`config.mk`:
```
export PLATFORM = sky130hd
export DESIGN_NAME = ihi_top
export DESIGN_NICKNAME = d
export VERILOG_FILES = /design/src/hdl/ihi_pkg.sv /design/src/hdl/ihi_top.sv
export SDC_FILE = /design/constraint.sdc
export NUM_CORES = 1
export LEC_CHECK = 0
export ABC_CLOCK_PERIOD_IN_PS = 1700
export BUFFER_PORTS_ARGS = -buffer_cell sky130_fd_sc_hd__buf_2
export CAP_MARGIN = 20
export CELL_PAD_IN_SITES_DETAIL_PLACEMENT = 1
export CELL_PAD_IN_SITES_GLOBAL_PLACEMENT = 1
export CORE_MARGIN = 5
export CORE_UTILIZATION = 34
export CTS_CLUSTER_DIAMETER = 60
export DETAILED_ROUTE_END_ITERATION = 7
export HOLD_SLACK_MARGIN = 0.12
export PLACE_DENSITY = 0.85
export RECOVER_POWER = 25
export SLEW_MARGIN = 20
export SYNTH_ARGS = -nofsm -noshare
export SYNTH_HDL_FRONTEND = slang
export SYNTH_SLANG_ARGS = --single-unit
```
`constraint.sdc`:
```
create_clock -name clk -period 1.7 [get_ports clk]
set_clock_uncertainty 0.2 [all_clocks]
set_input_delay 0.085 -clock clk [delete_from_list [all_inputs] [get_ports clk]]
set_output_delay 0.085 -clock clk [all_outputs]
set_load 0.05 [all_outputs]
```
`src/hdl/ihi_pkg.sv`:
```
// constants and carrier types for the isa host interface pin logic
// ---------------------------------------------------------------
// ---------------------------------------------------------------
package ihi_pkg;

   // ------------------------------------------------------------
   // widths
   // ------------------------------------------------------------
   localparam int IRQ_W = 8;
   localparam int ADDR_W = 10;
   localparam int SEL_W = 3;

   // ------------------------------------------------------------
   // address decode: 32-byte i/o window, data port at offset 0x10
   // ------------------------------------------------------------
   localparam int WIN_LSB = 5;
   localparam logic [4:0] DATA_PORT_OFS = 5'h10;

   // ------------------------------------------------------------
   // timing
   // ------------------------------------------------------------
   localparam int CLK_PERIOD_PS = 5000;
   localparam int RST_FILTER_NS = 800;
   // least time, so round up
   localparam int RST_FILTER_CYC = (RST_FILTER_NS * 1000 + CLK_PERIOD_PS - 1) / CLK_PERIOD_PS;
   localparam int FILT_W = 8;
   localparam logic [FILT_W-1:0] FILT_LAST = FILT_W'(RST_FILTER_CYC - 1);
   localparam logic [FILT_W-1:0] FILT_ZERO = 8'h00;
   localparam logic [FILT_W-1:0] FILT_ONE = 8'h01;

   // ------------------------------------------------------------
   // reset values
   // ------------------------------------------------------------
   localparam logic [IRQ_W-1:0] IRQ_RST = 8'h00;
   localparam logic [ADDR_W-1:0] ADDR_RST = 10'h000;

   // ------------------------------------------------------------
   // carriers
   // ------------------------------------------------------------
   typedef struct packed {
      logic aen;
      logic ior_b;
      logic iow_b;
      logic [ADDR_W-1:0] sa;
   } ihi_cmd_t;

   localparam ihi_cmd_t CMD_IDLE = '{aen: 1'b1, ior_b: 1'b1, iow_b: 1'b1, sa: ADDR_RST};

   typedef struct packed {
      logic [IRQ_W-1:0] o;
      logic [IRQ_W-1:0] oe;
   } ihi_irq_drv_t;

   typedef enum logic [1:0] {
      RST_IDLE,
      RST_QUAL,
      RST_HELD
   } ihi_rst_state_t;

endpackage

```
`src/hdl/ihi_top.sv`:
```
// isa host interface pin logic: irq pins, wait states, slot strap and iocs16b
`timescale 1ns/1ps
module ihi_top (
   input wire logic clk,
   input wire logic rst_b,
   // bus reset pin
   input wire logic rstdrv,
   // host command pins
   input wire logic aen,
   input wire logic ior_b,
   input wire logic iow_b,
   input wire logic [ihi_pkg::ADDR_W-1:0] sa,
   // i/o base from configuration
   input wire logic [ihi_pkg::ADDR_W-1:0] io_base,
   // core side
   input wire logic [ihi_pkg::SEL_W-1:0] irq_select,
   input wire logic irq_request,
   input wire logic access_busy,
   // irq request pins
   input wire logic [ihi_pkg::IRQ_W-1:0] irq_request_pins_i,
   output logic [ihi_pkg::IRQ_W-1:0] irq_request_pins_o,
   output logic [ihi_pkg::IRQ_W-1:0] irq_request_pins_oe,
   // iochrdy, open drain
   output logic iochrdy_o,
   output logic iochrdy_oe,
   // shared slot width strap / iocs16b pin
   input wire logic slot_width_strap_i,
   output logic slot_width_strap_o,
   output logic slot_width_strap_oe,
   // status towards the core
   output logic [ihi_pkg::IRQ_W-1:0] irq_line_monitor,
   output logic wide_slot_mode,
   output logic strap_valid,
   output logic io_access,
   output logic core_rst_b
);

   // ------------------------------------------------------------
   // functions
   // ------------------------------------------------------------
   function automatic logic win_hit(input logic aen_v,
                                    input logic [ihi_pkg::ADDR_W-1:0] a,
                                    input logic [ihi_pkg::ADDR_W-1:0] base);
      win_hit = !aen_v &&
                (a[ihi_pkg::ADDR_W-1:ihi_pkg::WIN_LSB] ==
                 base[ihi_pkg::ADDR_W-1:ihi_pkg::WIN_LSB]);
   endfunction

   function automatic logic [ihi_pkg::IRQ_W-1:0] one_hot(input logic [ihi_pkg::SEL_W-1:0] s);
      one_hot = ihi_pkg::IRQ_RST;
      one_hot[s] = 1'b1;
   endfunction

   // ------------------------------------------------------------
   // synchronisers
   // ------------------------------------------------------------
   logic rstdrv_s1_ff;
   logic rstdrv_s2_ff;
   logic [ihi_pkg::IRQ_W-1:0] irq_s1_ff;
   logic [ihi_pkg::IRQ_W-1:0] irq_s2_ff;
   logic strap_s1_ff;
   logic strap_s2_ff;
   ihi_pkg::ihi_cmd_t cmd_s1_ff;
   ihi_pkg::ihi_cmd_t cmd_s2_ff;

   // reset synchroniser only sees rst_b so a stuck bus reset cannot freeze it
   always_ff @(posedge clk) begin
      if (!rst_b) begin
         rstdrv_s1_ff <= 1'b0;
         rstdrv_s2_ff <= 1'b0;
      end else begin
         rstdrv_s1_ff <= rstdrv;
         rstdrv_s2_ff <= rstdrv_s1_ff;
      end
   end

   always_ff @(posedge clk) begin
      if (!rst_b) begin
         irq_s1_ff <= ihi_pkg::IRQ_RST;
         irq_s2_ff <= ihi_pkg::IRQ_RST;
      end else begin
         irq_s1_ff <= irq_request_pins_i;
         irq_s2_ff <= irq_s1_ff;
      end
   end

   always_ff @(posedge clk) begin
      if (!rst_b) begin
         strap_s1_ff <= 1'b0;
         strap_s2_ff <= 1'b0;
         cmd_s1_ff <= ihi_pkg::CMD_IDLE;
         cmd_s2_ff <= ihi_pkg::CMD_IDLE;
      end else begin
         strap_s1_ff <= slot_width_strap_i;
         strap_s2_ff <= strap_s1_ff;
         cmd_s1_ff <= '{aen: aen, ior_b: ior_b, iow_b: iow_b, sa: sa};
         cmd_s2_ff <= cmd_s1_ff;
      end
   end

   // ------------------------------------------------------------
   // bus reset glitch filter
   // ------------------------------------------------------------
   ihi_pkg::ihi_rst_state_t rst_state_ff;
   ihi_pkg::ihi_rst_state_t nxt_rst_state;
   logic [ihi_pkg::FILT_W-1:0] filt_cnt_ff;
   logic [ihi_pkg::FILT_W-1:0] nxt_filt_cnt;
   logic rst_release;

   always_comb begin
      nxt_rst_state = rst_state_ff;
      nxt_filt_cnt = filt_cnt_ff;
      rst_release = 1'b0;
      case (rst_state_ff)
         ihi_pkg::RST_IDLE: begin
            if (rstdrv_s2_ff) begin
               nxt_rst_state = ihi_pkg::RST_QUAL;
               nxt_filt_cnt = ihi_pkg::FILT_ONE;
            end
         end
         ihi_pkg::RST_QUAL: begin
            // short pulse: drop back without touching anything
            if (!rstdrv_s2_ff) begin
               nxt_rst_state = ihi_pkg::RST_IDLE;
               nxt_filt_cnt = ihi_pkg::FILT_ZERO;
            end else if (filt_cnt_ff == ihi_pkg::FILT_LAST) begin
               nxt_rst_state = ihi_pkg::RST_HELD;
            end else begin
               nxt_filt_cnt = filt_cnt_ff + ihi_pkg::FILT_ONE;
            end
         end
         ihi_pkg::RST_HELD: begin
            if (!rstdrv_s2_ff) begin
               nxt_rst_state = ihi_pkg::RST_IDLE;
               nxt_filt_cnt = ihi_pkg::FILT_ZERO;
               rst_release = 1'b1;
            end
         end
         default: begin
            nxt_rst_state = ihi_pkg::RST_IDLE;
            nxt_filt_cnt = ihi_pkg::FILT_ZERO;
         end
      endcase
   end

   always_ff @(posedge clk) begin
      if (!rst_b) begin
         rst_state_ff <= ihi_pkg::RST_IDLE;
         filt_cnt_ff <= ihi_pkg::FILT_ZERO;
      end else begin
         rst_state_ff <= nxt_rst_state;
         filt_cnt_ff <= nxt_filt_cnt;
      end
   end

   // internal reset: board reset or a qualified bus reset
   logic bus_rst;
   logic core_rst_b_ff;
   assign bus_rst = (rst_state_ff == ihi_pkg::RST_HELD);

   always_ff @(posedge clk) begin
      if (!rst_b) begin
         core_rst_b_ff <= 1'b0;
      end else begin
         core_rst_b_ff <= !bus_rst;
      end
   end

   logic live;
   assign live = rst_b && core_rst_b_ff && !bus_rst;
   assign core_rst_b = core_rst_b_ff;

   // ------------------------------------------------------------
   // slot width strap
   // ------------------------------------------------------------
   logic wide_slot_ff;
   logic strap_valid_ff;

   // not cleared by bus reset: the strap is caught as that reset ends
   always_ff @(posedge clk) begin
      if (!rst_b) begin
         wide_slot_ff <= 1'b0;
         strap_valid_ff <= 1'b0;
      end else if (rst_release) begin
         wide_slot_ff <= strap_s2_ff;
         strap_valid_ff <= 1'b1;
      end
   end

   assign wide_slot_mode = wide_slot_ff;
   assign strap_valid = strap_valid_ff;

   // ------------------------------------------------------------
   // iocs16b, open drain on the strap pin
   // ------------------------------------------------------------
   // raw pins on purpose: iocs16b must answer within the address phase
   logic data_port_hit;
   assign data_port_hit = win_hit(aen, sa, io_base) &&
                          (sa[ihi_pkg::WIN_LSB-1:0] == ihi_pkg::DATA_PORT_OFS);

   assign slot_width_strap_o = 1'b0;
   assign slot_width_strap_oe = live && strap_valid_ff && wide_slot_ff && data_port_hit;

   // ------------------------------------------------------------
   // wait states
   // ------------------------------------------------------------
   logic cmd_hit;
   assign cmd_hit = win_hit(cmd_s2_ff.aen, cmd_s2_ff.sa, io_base) &&
                    (!cmd_s2_ff.ior_b || !cmd_s2_ff.iow_b);

   assign io_access = live && cmd_hit;
   assign iochrdy_o = 1'b0;
   assign iochrdy_oe = live && cmd_hit && access_busy;

   // ------------------------------------------------------------
   // irq drive and monitor
   // ------------------------------------------------------------
   logic irq_level_ff;
   logic [ihi_pkg::SEL_W-1:0] irq_sel_ff;
   logic [ihi_pkg::IRQ_W-1:0] monitor_ff;

   always_ff @(posedge clk) begin
      if (!live) begin
         irq_level_ff <= 1'b0;
         irq_sel_ff <= irq_select;
      end else begin
         irq_level_ff <= irq_request;
         irq_sel_ff <= irq_select;
      end
   end

   // one line only; level follows request, all other bits float
   assign irq_request_pins_oe = one_hot(irq_sel_ff);
   assign irq_request_pins_o = irq_level_ff ? one_hot(irq_sel_ff) : ihi_pkg::IRQ_RST;

   always_ff @(posedge clk) begin
      if (!live) begin
         monitor_ff <= ihi_pkg::IRQ_RST;
      end else begin
         monitor_ff <= irq_s2_ff;
      end
   end

   assign irq_line_monitor = monitor_ff;

endmodule // ihi_top

```
==> impl_metrics.env <==
export IMPL_yosysWarnings=0
export IMPL_cts_made_buffers=9
export IMPL_coreArea_um2=6681
export IMPL_drt_total_wl_um=8450
export IMPL_hold_viol=0
export IMPL_critPathLaunchType="flop"
export IMPL_timing_final_ws_setup_ns=-0.1546
export IMPL_power_total_mw=3.022
export IMPL_tns_ns=-0.2599
export IMPL_grt_use_total_pct=20.09
export IMPL_drv_cap=0
export IMPL_dr_pass1_iters=4
export IMPL_cts_sinks=61
export IMPL_fill_cells=763
export IMPL_path_clk_slew_ns=0.07
export IMPL_die_x_um=92.33
export IMPL_period_needed_ns=1.855
export IMPL_ant_nets=0
export IMPL_layout_nets=391
export IMPL_synthFlopType="dfxtp_1"
export IMPL_cp_max_fo=2
export IMPL_multi_input_area_um2=1120
export IMPL_arrival_ns=1.57
export IMPL_drive_gt1_share_pct=32.20
export IMPL_critical_path_required_ns=1.41
export IMPL_final_setup_viol_count=3
export IMPL_postSynthCellCount=234
export IMPL_synth_area_um2=2305
export IMPL_rsz0062_at_grt="yes"
export IMPL_period_share_pct=109.1
export IMPL_ys_seq_area_share_pct=52.99
export IMPL_tightest_slew_ns=0.6273
export IMPL_final_util_pct=52.04
export IMPL_grt_pass1_wl_um=13100
export IMPL_final_seq_area_um2=1236
export IMPL_wire_per_inst_um=19.47
export IMPL_design_area_um2=3477
export IMPL_viasPerCell=5.129
export IMPL_antenna_found_initial=0
export IMPL_grt_max_degree=16
export IMPL_drt_iter0_drc=108
export IMPL_path_class="flop to output pin"
export IMPL_violations="negative setup slack"
export IMPL_initial_core_util_pct=34.49
export IMPL_hold_class="primary input to flop"
export IMPL_n_antenna_cell=0
export IMPL_ys_seq_elements=61
export IMPL_htree_levels=3
export IMPL_place_congestion=0.8373
export IMPL_first_global_vias=2414
export IMPL_vias=2226
export IMPL_fmax_mhz=539.2
export IMPL_ys_async_sr_fraction_pct=0
export IMPL_drc=0
export IMPL_synth_distinct_cells=44
export IMPL_hpwl_um=4175
export IMPL_cts_root_buf="clkbuf_8"
export IMPL_place_area_um2=2786
export IMPL_cp_end_kind="output pin"
export IMPL_clockBufferDepth=2
export IMPL_chipHeight_um=92.33
export IMPL_rows=30
export IMPL_clk_latency_ns=0.34
export IMPL_avgSynthCellArea_um2=9.849
export IMPL_overflow=0
export IMPL_io_buffers=64
export IMPL_p_leak_nw=1.454
export IMPL_io_pins=72
export IMPL_cts_tree="done"
export IMPL_power_density_nw_per_um2=869.2
export IMPL_dp_slack_ns=0.02506
export IMPL_max_slew_margin_rel_pct=58.36
export IMPL_synth_edf_count=0
export IMPL_areaGrowthSynthToFinish_pct=50.87
export IMPL_slew_violations=0
export IMPL_dieArea_um2=8525
export IMPL_peakVddDrop_v=0.0005949
export IMPL_outcome="finished, violations left"
cells in the final DEF, fill, tap and decap left out, types with 3 or more instances in the layout:
master | Yosys | routed
a21oi_1 | 4 | 3
a31oi_1 | 5 | 5
and2_1 | 39 | 37
buf_2 | 3 | 47
buf_4 | 3 | 13
buf_6 | 2 | 4
clkbuf_1 | 4 | 12
clkbuf_8 | 0 | 10
dfxtp_1 | 61 | 49
dfxtp_2 | 0 | 12
dlygate4sd3_1 | 0 | 40
inv_1 | 6 | 5
nand2_1 | 11 | 10
nand2b_1 | 10 | 9
nand3_1 | 10 | 9
nand4_1 | 6 | 6
nor2_1 | 15 | 15
nor3_2 | 0 | 4
o211ai_1 | 4 | 4
o21ai_1 | 2 | 3
xnor2_1 | 10 | 6
xnor2_2 | 1 | 5
state kept, by name (all words and copies together) (netlist names):
signal	flops
cmd_s1_ff	8
cmd_s2_ff	8
filt_cnt_ff	8
irq_line_monitor	8
irq_s1_ff	8
irq_s2_ff	8
irq_sel_ff	3
rst_state_ff	2
core_rst_b	1
irq_level_ff	1
rstdrv_s1_ff	1
rstdrv_s2_ff	1
strap_s1_ff	1
strap_s2_ff	1
strap_valid	1
wide_slot_mode	1
synthesized netlist by cell type, types with 2 or more instances:
cell type	number	area share (%)
a21oi_1	4	0.87
a31oi_1	5	1.4
and2_1	39	11
and4_1	2	0.76
and4b_1	2	0.87
buf_2	3	0.65
buf_4	3	0.98
buf_6	2	0.98
clkbuf_1	4	0.65
dfxtp_1	61	53
inv_1	6	0.98
nand2_1	11	1.8
nand2b_1	10	2.7
nand3_1	10	2.2
nand4_1	6	1.6
nand4b_1	2	0.76
nor2_1	15	2.4
nor2b_1	2	0.54
nor3_1	5	1.1
nor4_1	3	0.81
o211ai_1	4	1.3
o21ai_0	3	0.65
o21ai_1	2	0.43
xnor2_1	10	3.8
worst paths after layout:
kind	start	endpoint	slack (ns)	depth (start not counted)
hold / removal	irq_select[2]	irq_sel_ff[2]	0.22	2
setup reg to reg	filt_cnt_ff[5]	filt_cnt_ff[0]	0.08	3
hold reg to reg	cmd_s1_ff[12]	cmd_s2_ff[12]	0.22	1
setup / recovery	cmd_s2_ff[9]	io_access	-0.15	5
cell families (layout without fill, tap and decap cells):
group,after synthesis,count (layout),synth area share [%]
AOI/OAI and AO/OA,25,25,7.546
DFF,61,61,52.99
and+or+nand+nor,116,116,29.81
adders and majority gates,1,1,0.5428
xor gates and xnor gates,11,11,4.506
other,1,2,0.1627
buffers and inverters,19,138,4.451
worst max-delay path, stage by stage, from the launching register on:
cell     delay [ns]
dfxtp_1        0.31
xnor2_1        0.20
nand4_1        0.17
buf_6          0.17
nor3_4         0.21
buf_6          0.18
timing repair:
| action | CTS | global route |
|---|---|---|
| pin swaps | 3 | 1 |
| setup buffers | 0 | 4 |
| endpoints found under the hold margin | 37 | 0 |
| gates resized for setup | 17 | 15 |
| endpoints found under the setup margin | 8 | 25 |
| hold buffers | 40 | 0 |
area by class of cell:
cell class,count,share of cell area [%]
Clock buffer,11,4.066
Clock inverter,4,0.7197
Inverter,6,0.6477
Multi-Input combinational cell,155,32.21
Sequential cell,61,35.55
Tap cell,80,2.879
Timing Repair Buffer,117,23.93
per-layer routing:
metal  track usage (%)  wire length, um  vias up  share of wire, %
met1             21.77             3192     1084                38
met2             36.07             4578       87                54
met5                 0                0        -                 0
met3             4.143              389       28               4.6
met4             11.39              289        0               3.4
li1                  -                -     1027                 -
stage by stage:
stage          hold slack [ns]  cells
6_report                0.2232    434
5_1_grt                 0.2055    434
4_1_cts                 0.1852    430
3_5_place_dp         -0.009118    375
3_3_place_gp          -0.01217    375
2_1_floorplan         -0.08728    235
power by group:
| part | total [mW] | leakage, nW | internal [mW] | switching, mW |
|---|---|---|---|---|
| Clock | 1.14 | 0.0812 | 0.556 | 0.584 |
| Combinational | 0.366 | 0.867 | 0.170 | 0.196 |
| Sequential | 1.52 | 0.505 | 1.48 | 0.0327 |
No activity file was read; power rests on OpenSTA's default activity.
